**config.mk**
```make
export PLATFORM = sky130hd
export DESIGN_NAME = lstc_top
export DESIGN_NICKNAME = d
export VERILOG_FILES = /design/src/hw/lstc_pkg.sv /design/src/hw/lstc_top.sv /design/src/hw/lstc_line_filter.sv
export SDC_FILE = /design/constraint.sdc
export NUM_CORES = 1
export LEC_CHECK = 0
export ABC_AREA = 1
export ABC_CLOCK_PERIOD_IN_PS = 8400
export BUFFER_PORTS_ARGS = -buffer_cell sky130_fd_sc_hd__buf_2
export CORE_AREA = 2 2 211 213
export CTS_BUF_LIST = sky130_fd_sc_hd__clkbuf_8
export CTS_CLUSTER_SIZE = 24
export DETAILED_ROUTE_END_ITERATION = 8
export DIE_AREA = 0 0 213 215
export PLACE_DENSITY = 0.41
export SYNTH_ARGS = -nofsm -noshare
export SYNTH_HDL_FRONTEND = slang
export SYNTH_HIERARCHICAL = 1
export SYNTH_SLANG_ARGS = --single-unit
export TNS_END_PERCENT = 50
```
**constraint.sdc**
```tcl
create_clock -name clk_sys_in -period 8.4 [get_ports clk_sys_in]
set_input_delay 1.68 -clock clk_sys_in [delete_from_list [all_inputs] [get_ports clk_sys_in]]
set_output_delay 1.68 -clock clk_sys_in [all_outputs]
set_load 0.02 [all_outputs]
```
**src/hw/lstc_pkg.sv**
```systemverilog
// Package of constants and types for the line start trigger control block
package lstc_pkg;

    // =========================================================
    // Clock and time base
    localparam int unsigned CLK_PERIOD_NS   = 10;
    localparam int unsigned TIME_BASE_NS    = 100;
    localparam int unsigned MIN_LEVEL_NS    = 100;
    // Ticks of the core clock per 100 ns time base unit
    localparam int unsigned TB_CYCLES       = (TIME_BASE_NS + CLK_PERIOD_NS - 1) / CLK_PERIOD_NS;
    // Least level length without debouncer, rounded up
    localparam int unsigned MIN_LEVEL_CYC   = (MIN_LEVEL_NS + CLK_PERIOD_NS - 1) / CLK_PERIOD_NS;

    // =========================================================
    // Widths and ready gap length
    localparam int unsigned RAW_W           = 24;
    localparam int unsigned DEB_W           = 16;
    localparam int unsigned RDY_GAP_CYC     = 2;

    // =========================================================
    // Trigger source selector
    typedef enum logic [2:0] {
        LSTC_SRC_SOFT = 3'h0,
        LSTC_SRC_CC1  = 3'h1,
        LSTC_SRC_CC2  = 3'h2,
        LSTC_SRC_CC3  = 3'h3,
        LSTC_SRC_CC4  = 3'h4
    } lstc_src_t;

    localparam lstc_src_t SRC_RESET         = LSTC_SRC_CC1;

    // Configuration carried as one group
    typedef struct packed {
        logic             trigger_mode_on;
        lstc_src_t        source;
        logic             activation_falling;
        logic             debounce_en;
        logic [DEB_W-1:0] debounce_raw;
        logic [RAW_W-1:0] exposure_raw;
        logic             line_period_en;
        logic [RAW_W-1:0] line_period_raw;
        logic [RAW_W-1:0] min_line_period_raw;
    } lstc_cfg_t;

endpackage

```
**src/hw/lstc_top.sv**
```systemverilog
// Line start trigger control: source selection, exposure timing, free-run
`timescale 1ns/1ps

module lstc_top (
    input  wire logic                       clk_sys_in,
    input  wire logic                       rst_b_in,
    input  wire logic [3:0]                 cc_lines_in,
    input  wire logic                       software_line_trigger_command_in,
    input  wire logic                       trigger_mode_on_in,
    input  wire logic [2:0]                 trigger_source_in,
    input  wire logic                       source_write_in,
    input  wire logic                       activation_falling_in,
    input  wire logic                       debounce_en_in,
    input  wire logic [lstc_pkg::DEB_W-1:0] debounce_raw_in,
    input  wire logic [lstc_pkg::RAW_W-1:0] exposure_raw_in,
    input  wire logic                       line_period_en_in,
    input  wire logic [lstc_pkg::RAW_W-1:0] line_period_raw_in,
    input  wire logic [lstc_pkg::RAW_W-1:0] min_line_period_raw_in,
    output logic [2:0]                      trigger_source_out,
    output logic                            software_line_trigger_command_out,
    output logic                            trigger_wait_out,
    output logic                            exposure_active_out,
    output logic                            line_start_out
);

    typedef enum logic [1:0] {
        LSTC_WAIT,
        LSTC_EXPOSE,
        LSTC_RECOVER
    } lstc_state_t;

    lstc_pkg::lstc_cfg_t              cfg;
    lstc_pkg::lstc_src_t              src_q;
    lstc_pkg::lstc_src_t              src_d;
    lstc_state_t                      state_q;
    lstc_state_t                      state_d;
    logic [3:0]                       tb_q;
    logic [3:0]                       tb_d;
    logic                             tick;
    logic [lstc_pkg::RAW_W-1:0]       exp_cnt_q;
    logic [lstc_pkg::RAW_W-1:0]       exp_cnt_d;
    logic [lstc_pkg::RAW_W-1:0]       per_cnt_q;
    logic [lstc_pkg::RAW_W-1:0]       per_cnt_d;
    logic [lstc_pkg::RAW_W-1:0]       eff_period;
    logic [1:0]                       gap_q;
    logic [1:0]                       gap_d;
    logic                             sw_cmd_q;
    logic                             sw_cmd_d;
    logic                             start_q;
    logic                             start_d;
    logic [lstc_pkg::DEB_W-1:0]       min_cyc;
    logic [3:0]                       rise;
    logic [3:0]                       fall;
    logic                             hw_edge;
    logic                             trig_req;
    logic                             free_req;

    // =========================================================
    // Configuration bundle; source comes from its own register
    always_comb begin
        cfg                     = '0;
        cfg.trigger_mode_on     = trigger_mode_on_in;
        cfg.source              = src_q;
        cfg.activation_falling  = activation_falling_in;
        cfg.debounce_en         = debounce_en_in;
        cfg.debounce_raw        = debounce_raw_in;
        cfg.exposure_raw        = exposure_raw_in;
        cfg.line_period_en      = line_period_en_in;
        cfg.line_period_raw     = line_period_raw_in;
        cfg.min_line_period_raw = min_line_period_raw_in;
    end

    // Source selector register; out-of-range codes are refused
    always_comb begin
        src_d = src_q;
        if (source_write_in && trigger_source_in <= 3'h4) begin
            src_d = lstc_pkg::lstc_src_t'(trigger_source_in);
        end
    end

    // =========================================================
    // Per-line filters; debouncer value never undercuts the 100 ns floor
    assign min_cyc = (cfg.debounce_en && cfg.debounce_raw > 16'(lstc_pkg::MIN_LEVEL_CYC))
                     ? cfg.debounce_raw : 16'(lstc_pkg::MIN_LEVEL_CYC);

    genvar gi;
    generate
        for (gi = 0; gi < 4; gi++) begin : g_cc
            lstc_line_filter u_filt (
                .clk_sys_in    (clk_sys_in),
                .rst_b_in      (rst_b_in),
                .line_in       (cc_lines_in[gi]),
                .min_cycles_in (min_cyc),
                .rise_out      (rise[gi]),
                .fall_out      (fall[gi])
            );
        end
    endgenerate

    // =========================================================
    // Source select and edge polarity
    always_comb begin
        hw_edge = 1'b0;
        if (cfg.source != lstc_pkg::LSTC_SRC_SOFT) begin
            hw_edge = cfg.activation_falling ? fall[2'(cfg.source - 3'h1)]
                                             : rise[2'(cfg.source - 3'h1)];
        end
    end

    // Trigger request; only honoured in WAIT, so nothing queues
    assign trig_req = cfg.trigger_mode_on &&
                      ((cfg.source == lstc_pkg::LSTC_SRC_SOFT) ? sw_cmd_q : hw_edge);

    // Free-run period, capped so the rate never exceeds the maximum
    assign eff_period = (cfg.line_period_raw < cfg.min_line_period_raw)
                        ? cfg.min_line_period_raw : cfg.line_period_raw;
    assign free_req   = !cfg.trigger_mode_on && cfg.line_period_en && tick &&
                        (per_cnt_q + 24'h000001 >= eff_period);

    // =========================================================
    // 100 ns time base divider, one-cycle tick
    always_comb begin
        tick = (tb_q == 4'(lstc_pkg::TB_CYCLES - 1));
        tb_d = tick ? 4'h0 : tb_q + 4'h1;
    end

    // =========================================================
    // Acquisition sequencer and its counters
    always_comb begin
        state_d   = state_q;
        exp_cnt_d = exp_cnt_q;
        gap_d     = gap_q;
        start_d   = 1'b0;
        per_cnt_d = per_cnt_q;
        // Software command is held for one cycle, then cleared in any state
        sw_cmd_d  = sw_cmd_q | software_line_trigger_command_in;
        if (tick) begin
            per_cnt_d = free_req ? '0 : per_cnt_q + 24'h000001;
        end
        case (state_q)
            LSTC_WAIT: begin
                if (trig_req || free_req) begin
                    state_d   = LSTC_EXPOSE;
                    start_d   = 1'b1;
                    exp_cnt_d = cfg.exposure_raw;
                end
            end
            LSTC_EXPOSE: begin
                if (exp_cnt_q == '0) begin
                    state_d = LSTC_RECOVER;
                    gap_d   = 2'(lstc_pkg::RDY_GAP_CYC);
                end else if (tick) begin
                    exp_cnt_d = exp_cnt_q - 24'h000001;
                end
            end
            LSTC_RECOVER: begin
                if (gap_q == 2'h0) begin
                    state_d = LSTC_WAIT;
                end else begin
                    gap_d = gap_q - 2'h1;
                end
            end
            default: state_d = LSTC_WAIT;
        endcase
        // Command executes this cycle in WAIT or is dropped when busy
        if (sw_cmd_q) begin
            sw_cmd_d = software_line_trigger_command_in;
        end
    end

    always_ff @(posedge clk_sys_in or negedge rst_b_in) begin
        if (!rst_b_in) begin
            state_q   <= LSTC_WAIT;
            src_q     <= lstc_pkg::SRC_RESET;
            tb_q      <= 4'h0;
            exp_cnt_q <= '0;
            per_cnt_q <= '0;
            gap_q     <= 2'h0;
            sw_cmd_q  <= 1'b0;
            start_q   <= 1'b0;
        end else begin
            state_q   <= state_d;
            src_q     <= src_d;
            tb_q      <= tb_d;
            exp_cnt_q <= exp_cnt_d;
            per_cnt_q <= per_cnt_d;
            gap_q     <= gap_d;
            sw_cmd_q  <= sw_cmd_d;
            start_q   <= start_d;
        end
    end

    assign trigger_source_out                = src_q;
    assign software_line_trigger_command_out = sw_cmd_q;
    assign trigger_wait_out                  = (state_q == LSTC_WAIT);
    assign exposure_active_out               = (state_q == LSTC_EXPOSE);
    assign line_start_out                    = start_q;

    // =========================================================
    // Checks
    property p_src_reset;
        @(posedge clk_sys_in) $rose(rst_b_in) |-> src_q == lstc_pkg::LSTC_SRC_CC1;
    endproperty
    a_src_reset: assert property (p_src_reset) else $error("source not CC1 after reset");

    property p_wait_leaves;
        @(posedge clk_sys_in) disable iff (!rst_b_in)
        (trigger_wait_out && trig_req) |=> (!trigger_wait_out && line_start_out);
    endproperty
    a_wait_leaves: assert property (p_wait_leaves) else $error("trigger in wait did not start");

    property p_busy_ignore;
        @(posedge clk_sys_in) disable iff (!rst_b_in)
        (!trigger_wait_out) |=> !line_start_out;
    endproperty
    a_busy_ignore: assert property (p_busy_ignore) else $error("line start while busy");

    property p_cmd_clear;
        @(posedge clk_sys_in) disable iff (!rst_b_in)
        (sw_cmd_q && !software_line_trigger_command_in) |=> !sw_cmd_q;
    endproperty
    a_cmd_clear: assert property (p_cmd_clear) else $error("command did not self-clear");

    property p_wait_status;
        @(posedge clk_sys_in) disable iff (!rst_b_in)
        line_start_out |-> exposure_active_out && !trigger_wait_out;
    endproperty
    a_wait_status: assert property (p_wait_status) else $error("wait status wrong at start");

    property p_exp_load;
        @(posedge clk_sys_in) disable iff (!rst_b_in)
        line_start_out |-> exp_cnt_q == $past(cfg.exposure_raw);
    endproperty
    a_exp_load: assert property (p_exp_load) else $error("exposure not loaded");

    property p_exp_step;
        @(posedge clk_sys_in) disable iff (!rst_b_in)
        (exposure_active_out && exp_cnt_q != '0 && tick) |=> exp_cnt_q == $past(exp_cnt_q) - 24'h000001;
    endproperty
    a_exp_step: assert property (p_exp_step) else $error("exposure count step wrong");

    property p_rdy_return;
        @(posedge clk_sys_in) disable iff (!rst_b_in)
        (exposure_active_out && exp_cnt_q == '0) |-> ##4 trigger_wait_out;
    endproperty
    a_rdy_return: assert property (p_rdy_return) else $error("wait not re-entered");

    property p_mode_off;
        @(posedge clk_sys_in) disable iff (!rst_b_in)
        (!cfg.trigger_mode_on && !free_req && trigger_wait_out) |=> !line_start_out;
    endproperty
    a_mode_off: assert property (p_mode_off) else $error("trigger taken in mode off");

endmodule // lstc_top

```
**src/hw/lstc_line_filter.sv**
```systemverilog
// Synchroniser and level filter for one control line input
`timescale 1ns/1ps

module lstc_line_filter (
    input  wire logic                       clk_sys_in,
    input  wire logic                       rst_b_in,
    input  wire logic                       line_in,
    input  wire logic [lstc_pkg::DEB_W-1:0] min_cycles_in,
    output logic                            rise_out,
    output logic                            fall_out
);

    logic                       sync1_q;
    logic                       sync2_q;
    logic                       level_q;
    logic                       level_d;
    logic [lstc_pkg::DEB_W-1:0] cnt_q;
    logic [lstc_pkg::DEB_W-1:0] cnt_d;
    logic [2:0]                 fill_q;
    logic [2:0]                 fill_d;

    // =========================================================
    // Two-stage synchroniser; only the second stage is read
    always_ff @(posedge clk_sys_in or negedge rst_b_in) begin
        if (!rst_b_in) begin
            sync1_q <= 1'b0;
            sync2_q <= 1'b0;
        end else begin
            sync1_q <= line_in;
            sync2_q <= sync1_q;
        end
    end

    // =========================================================
    // A new level is accepted once it has stood for min_cycles
    // Until the synchroniser has filled, the level just follows it, so a line
    // that rests high gives no false edge after reset
    always_comb begin
        fill_d  = {fill_q[1:0], 1'b1};
        level_d = level_q;
        cnt_d   = '0;
        if (!fill_q[2]) begin
            level_d = sync2_q;
        end else if (sync2_q != level_q) begin
            if (cnt_q + 16'h0001 >= min_cycles_in) begin
                level_d = sync2_q;
            end else begin
                cnt_d = cnt_q + 16'h0001;
            end
        end
    end

    always_ff @(posedge clk_sys_in or negedge rst_b_in) begin
        if (!rst_b_in) begin
            level_q <= 1'b0;
            cnt_q   <= '0;
            fill_q  <= 3'h0;
        end else begin
            level_q <= level_d;
            cnt_q   <= cnt_d;
            fill_q  <= fill_d;
        end
    end

    assign rise_out = fill_q[2] && (level_d != level_q) && level_d;
    assign fall_out = fill_q[2] && (level_d != level_q) && !level_d;

endmodule // lstc_line_filter

```
### Word level (Yosys, flattened, before mapping)

Index checks and enable logic that the tools add are counted.

| word-level totals | value |
|---|---|
| flip-flop bits (word level) | 149 |
| input port bits | 103 |
| word-level logic and storage cells | 146 |

| operators by class | value |
|---|---|
| $add $sub $neg | 9 |
| magnitude comparators | 9 |
| equal/unequal tests | 17 |
| mux-type cells | 48 |
| bitwise logic cells | 1 |
| reductions and logical operators | 34 |

Operator list:

| operator | count |
|---|---|
| 2-to-1 mux 16 bit | 13 |
| 2-to-1 mux 24 bit | 5 |
| adder 16 x 1 -> 16 bit, second input constant | 4 |
| >= comparator 16 bit | 4 |
| one-hot mux 24 bit (2 select lines) | 1 |
| adder 24 x 1 -> 24 bit, second input constant | 1 |
| >= comparator 24 bit | 1 |
| zero test 24 bit | 1 |
| < comparator 24 bit | 1 |
| subtractor 24 x 1 -> 24 bit, second input constant | 1 |
| 2-to-1 mux 1 bit | 20 |
| logical AND 1 bit | 18 |
| > comparator 16 x 4 -> 1 bit, second input constant | 1 |
| 2-to-1 mux 2 bit | 4 |
| inequality test 1 bit | 8 |
| inequality test 2 x 1 -> 1 bit, second input constant | 3 |
| inequality test 2 bit, second input constant | 3 |
| one-hot mux 2 bit (3 select lines) | 1 |
| AND reduction 3 bit | 2 |
| zero test 1 bit | 5 |
| adder 4 x 1 -> 4 bit, second input constant | 1 |
| binary-select mux 1 bit (select 2 bit) | 2 |
| equality test 4 bit, second input constant | 1 |
| zero test 2 bit | 2 |
| other kinds (13) | 15 |

### Logic depth before layout (Yosys ltp)

| logic depth | value |
|---|---|
| depth after elaboration | 19 |
| mapped depth | 32 |
| gate-level depth less buffers | 31 |

### Modules after synthesis

The synthesis kept the hierarchy.

By module, submodules not included:

| module | times used | cells each | area an instance (um2) | seq. area each (um2) |
|---|---|---|---|---|
| lstc_line_filter | 4 | 204 | 1535.2 | 550.5 |
| lstc_top | 1 | 842 | 5485.3 | 1527.7 |

### Worst setup path after synthesis

OpenSTA, ideal clock, no wires.

| timing | value |
|---|---|
| path kind | input to register |
| start point | input port debounce_raw_in[6] (netlist bit) |
| end point | register exp_cnt_q[10] (netlist bit) |
| library setup time | 117 ps |
| arrival | 4417 ps |
| required time | 8283 ps |
| slack | 3866 ps |
| stages on the path | 30 |
| path buffers | 2 |
| cells stage by stage | nor4_1 nand4_1 nand2_1 clkbuf_1 nor2_1 inv_1 ha_1 nand2_1 inv_1 nand2_1 nand2_1 nor2_1 nand2_1 nand2_1 nand2_1 nand4_1 inv_1 nor2_1 nor2_1 o21ai_0 o21ai_0 nand2_1 nand3_1 nand2_1 nand2_4 nand2_4 nand2_4 buf_6 nand2_1 nand2_1 |

| on the way | value |
|---|---|
| word-level cells in the longest chain between the ends | 19 |

Ends and longest elaborated chain:

| what | line | source |
|---|---|---|
| start: declaration | lstc_top.sv:14 | `input wire logic [lstc_pkg::DEB_W-1:0] debounce_raw_in,` |
| > comparator 16 x 4 -> 1 bit (*) | lstc_top.sv:83 | `assign min_cyc = (cfg.debounce_en && cfg.debounce_raw > 16'(lstc_pkg::MIN_LEVEL_CYC))` |
| logical AND 1 bit (*) | lstc_top.sv:83 |  |
| 2-to-1 mux 16 bit (*) | lstc_top.sv:84 | `? cfg.debounce_raw : 16'(lstc_pkg::MIN_LEVEL_CYC);` |
| via min_cyc, one bit | lstc_top.sv:51 | `logic [lstc_pkg::DEB_W-1:0] min_cyc;` |
| >= comparator 16 bit (*) | lstc_line_filter.sv:45 | `if (cnt_q + 16'h0001 >= min_cycles_in) begin` |
| 2-to-1 mux 1 bit (*) | lstc_line_filter.sv:45 |  |
| 2-to-1 mux 1 bit (*) | lstc_line_filter.sv:44 | `end else if (sync2_q != level_q) begin` |
| 2-to-1 mux 1 bit (*) | lstc_line_filter.sv:42 | `if (!fill_q[2]) begin` |
| [3 not listed] | n/a |  |
| via rise[3] | lstc_top.sv:52 | `logic [3:0] rise;` |
| [1 not listed] | n/a |  |
| 2-to-1 mux 1 bit (implied by the code) (*) | lstc_top.sv:106 | `: rise[2'(cfg.source - 3'h1)];` |
| 2-to-1 mux 1 bit (*) | lstc_top.sv:105 | `hw_edge = cfg.activation_falling ? fall[2'(cfg.source - 3'h1)]` |
| 2-to-1 mux 1 bit (*) | lstc_top.sv:104 | `if (cfg.source != lstc_pkg::LSTC_SRC_SOFT) begin` |
| 2-to-1 mux 1 bit (*) | lstc_top.sv:112 | `((cfg.source == lstc_pkg::LSTC_SRC_SOFT) ? sw_cmd_q : hw_edge);` |
| logical AND 1 bit (*) | lstc_top.sv:111 | `assign trig_req = cfg.trigger_mode_on &&` |
| logical OR 1 bit (*) | lstc_top.sv:142 | `if (trig_req \|\| free_req) begin` |
| inequality test 2 x 1 -> 1 bit (no source line) (*) | n/a |  |
| AND reduction 4 bit (no source line) (*) | n/a |  |
| end signal: assignment | lstc_top.sv:185 | `exp_cnt_q <= exp_cnt_d;` |
| end: declaration | lstc_top.sv:40 | `logic [lstc_pkg::RAW_W-1:0] exp_cnt_q;` |

Mark *: on every way through the listed nets, which the timed path passes. The rest lies on a longest branch. The select of a mux whose other input is x is not followed.
A chain may end at the register's enable or synchronous reset.

### Final worst setup path

| timing | value |
|---|---|
| start point | input port line_period_raw_in[19] (netlist bit) |
| end point | register exp_cnt_q[16] (netlist bit) |

| on the way | value |
|---|---|
| word-level cells in the longest chain between the ends | 7 |

Ends and longest elaborated chain:

| what | line | source |
|---|---|---|
| start: declaration | lstc_top.sv:17 | `input wire logic [lstc_pkg::RAW_W-1:0] line_period_raw_in,` |
| < comparator 24 bit | lstc_top.sv:115 | `assign eff_period = (cfg.line_period_raw < cfg.min_line_period_raw)` |
| 2-to-1 mux 24 bit (*) | lstc_top.sv:116 | `? cfg.min_line_period_raw : cfg.line_period_raw;` |
| >= comparator 24 bit (*) | lstc_top.sv:118 | `(per_cnt_q + 24'h000001 >= eff_period);` |
| logical AND 1 bit (*) | lstc_top.sv:117 | `assign free_req = !cfg.trigger_mode_on && cfg.line_period_en && tick &&` |
| logical OR 1 bit (*) | lstc_top.sv:142 |  |
| inequality test 2 x 1 -> 1 bit (no source line) (*) | n/a |  |
| AND reduction 4 bit (no source line) (*) | n/a |  |

Every way passes the cells marked *; elsewhere a longest branch is shown, timed or not.

==> impl_results.md <==
- Post-CTS setup repair buffer count: 0
- Fillers: 4877
- Post-synth EDFFs: 0
- Chip height: 215 um
- Diode count: 0
- Worst Hold Class: flop to flop
- TritonCTS clock tree: yes
- Via density: 4.26
- Chip width: 213 um
- Status: finished, final reports clean
- Max_cap viols: 0
- Max Buffers Root-to-Sink: 2
- RSZ-0062 raised after global routing: no
- Clock Sink Count: 149
- Clock latency reported for the late side of the worst-skew pair: 0.48 ns
- Startpoint types: input pin
- Sequential-to-total area share from yosys stat: 32.1%
- DR vias: 10100
- Leakage: 0.00751 uW
- Root buffer cell: clkbuf_8
- Final #Nets: 1984
- Slew HR: 18.5%
- Drt wl/cell: 12.5 um
- Final Skew: 0.0202 ns
- GR Util All Layers: 13.4%
- Post-synth top flop: dfrtp_1
- Period utilisation layout: 65.2%
- Post-Syn Area: 11600 um^2
- CP startpoint: line_period_raw_in[19]
- Worst Path Arrival: 5.83 ns
- Total grt overflow: 0
- H-tree depth: 4
- Hold slack: 0.351 ns
- Fin cells: 2367
- IO Port Bufs: 109
- Final hold viol count: 0
- Max Fclk: 183 MHz
- Most frequent cells in the layout: nand2_1, inv_1, nor2_1
- Final Power: 1600 uW
- Commonest non-fill, non-tap cell in the layout: nand2_1
- Netlist cell types: 44
- DRC viols: 0
- Routability cong.: 0.803
- Post-CTS sizing: 0
- Largest area contributor in the netlist: dfrtp_1
- WL final: 29600 um
- Area Growth Syn to Fin: 13.7%
- First DRT Iteration DRCs: 390
- Worst Path Max Fanout: 48
- Setup CP Type: input pin to flop
- WP data required: 8.76 ns
- Warnings, synthesis: 6
- Vias in the first global route: 9876
- First-pass GRT wire length: 48900 um
- Layout cell share with drive strength beyond 1: 11.4%
- Power density over the cells: 121 nW/um^2
- Setup-failing EPs final: 0
- Post-synth ARST share: 100%
- CP Capture Type: flop
- Largest net degree at the start of global routing: 83
- Fin Setup TNS: 0 ns
- Top cells by area, synth: dfrtp_1, ha_1, nand2_1
- DIE AREA: 45800 um^2
- Synthesized area per cell: 7.01 um^2
- Slew Viols, Final: 0
- Max rail drop VDD: 0.0000898 V
- Antenna violations before repair: 1
- DP HPWL: 22800 um
- Dpl cells: 2335
- Boundary Pins: 110
- Final Critical Period: 5.47 ns
- Synthesized Nets: 1880
- Area of the multi-input gates: 6380 um^2
- Share of the synthesized area in the top cell type: 31.9%
- Cts bufs inserted: 17
- Post-route ant nets: 0
- Initial Util: 26.6%
- FF-to-FF Start: g_cc[2].u_filt/cnt_q[0]$_DFF_PN0_
- Cell Rows: 77
- #FFs+latches synth: 149
- Register area: 3730 um^2
- CTS clk-pin slew, worst paths: 0.08 ns
- Synth Instances: 1658
- Pre-antenna DRT Iters: 4
- Hold Buf Count CTS: 0
- Core area: 43600 um^2
- Hold Startpoint: g_cc[3].u_filt/fill_q[0]$_DFF_PN0_
- Slew @ Worst Pin: 1.22 ns
synthesized netlist by cell type (2+ instances only):
| library cell | count |
|---|---|
| conb_1 | 4 |
| dfrtp_1 | 148 |
| buf_4 | 2 |
| inv_2 | 6 |
| nand4_1 | 48 |
| o22ai_1 | 12 |
| ha_1 | 119 |
| nand2_4 | 4 |
| nand2_1 | 396 |
| o21ai_0 | 71 |
| nand3_1 | 78 |
| xor2_1 | 54 |
| o21a_1 | 3 |
| inv_1 | 356 |
| buf_6 | 6 |
| nand4_4 | 4 |
| a21oi_1 | 55 |
| and3_1 | 4 |
| a31o_2 | 4 |
| nand3_2 | 4 |
| a31oi_1 | 5 |
| nor3_1 | 7 |
| nor2_2 | 15 |
| xnor2_1 | 7 |
| o21ai_1 | 10 |
| a21o_1 | 3 |
| nor3_2 | 2 |
| or2_2 | 4 |
| nand2_2 | 5 |
| nor2_1 | 181 |
| buf_2 | 8 |
| nor3_4 | 4 |
| nor2_4 | 4 |
| clkbuf_1 | 9 |
| nor4_1 | 6 |
| o21bai_1 | 2 |
report_power, final:
part / switching [uW] / internal, uW
registers: 12.3 / 731
logic: 140 / 80.6
clock network: 311 / 322
total: 464 / 1130
worst max-delay path, cell delays in order:
cell and delay, ns:
buf_2 0.11, ha_1 0.30, a21oi_1 0.14, o21ai_0 0.12, nand2_1 0.07, o211ai_1 0.08, a31oi_1 0.17, nand2_1 0.72
o21ai_0 0.62, ha_1 0.32, nand2_1 0.07, nand2_1 0.04, nand2_1 0.05, nand2_1 0.05, nand2_1 0.05, nand2_1 0.04
a21oi_1 0.14, nand2_1 0.13, nand2_4 0.14, nand2_4 0.06, nand2_4 0.26, nand2_4 0.26, nand2_1 0.13, nand2_1 0.06
state kept, by name, summed over array words and instances, names as in the netlist, 2 cells and up:
register and count:
gap_q 2, exp_cnt_q 24, trigger_source_out 3, state_q 2
tb_q 4, g_cc.u_filt/sync2_q 4, g_cc.u_filt/level_q 4, g_cc.u_filt/sync1_q 4
g_cc.u_filt/fill_q 12, per_cnt_q 24, g_cc.u_filt/cnt_q 64
stage by stage:
stage / setup WS [ns] / cell area (um^2) / util (%)
finish: 2.93 / 13200 / 30.3
detailed placement: 2.26 / 12800 / 29.3
global placement: 2.37 / 12800 / 29.3
floorplan: 3.87 / 11600 / -
CTS: 2.79 / 13200 / 30.3
global route: 2.31 / 13200 / 30.3
layout make-up:
class                           instances  share of cell area (%)
Clock buffer                           20                    2.08
Clock inverter                         12                    1.25
Inverter                              362                    10.3
Multi-Input combinational cell       1121                    48.3
Sequential cell                       149                    28.2
Tap cell                              592                    5.61
Timing Repair Buffer                  111                    4.29
logic make-up after synthesis:
kind of cell / after synthesis / synth area share (%)
xor gates and xnor gates: 61 / 4.60
DFF: 149 / 32.1
other: 4 / 0.129
AOI/OAI and AO/OA: 168 / 7.82
and+or+nand+nor: 769 / 29.5
adders and majority gates: 119 / 12.8
buffers and inverters: 388 / 13.1
per-layer routing:
| layer | vias up | part of all wire, % | track usage (%) |
|---|---|---|---|
| met2 | 121 | 46 | 22.2 |
| met1 | 4574 | 50 | 18.0 |
| met3 | 17 | 3.2 | 3.04 |
| li1 | 5371 | - | - |
| met5 | - | 0.041 | 0 |
| met4 | 2 | 0.77 | 2.38 |
path summary, 6_finish.rpt:
check | end | cells after the start | slack (ns)
worst max-delay path | exp_cnt_q[16]$_DFFE_PN0P_ | 24 | 2.93
worst min-delay path | g_cc[3].u_filt/fill_q[1]$_DFF_PN0_ | 0 | 0.35
worst max register to register | exp_cnt_q[16]$_DFFE_PN0P_ | 29 | 4.27
worst min register to register | g_cc[3].u_filt/fill_q[1]$_DFF_PN0_ | 0 | 0.35
max in group asynchronous | exp_cnt_q[13]$_DFFE_PN0P_ | 2 | 5.71
min in group asynchronous | g_cc[0].u_filt/cnt_q[5]$_DFF_PN0_ | 1 | 1.27
Note: power is estimated with default switching activity, not from simulation.
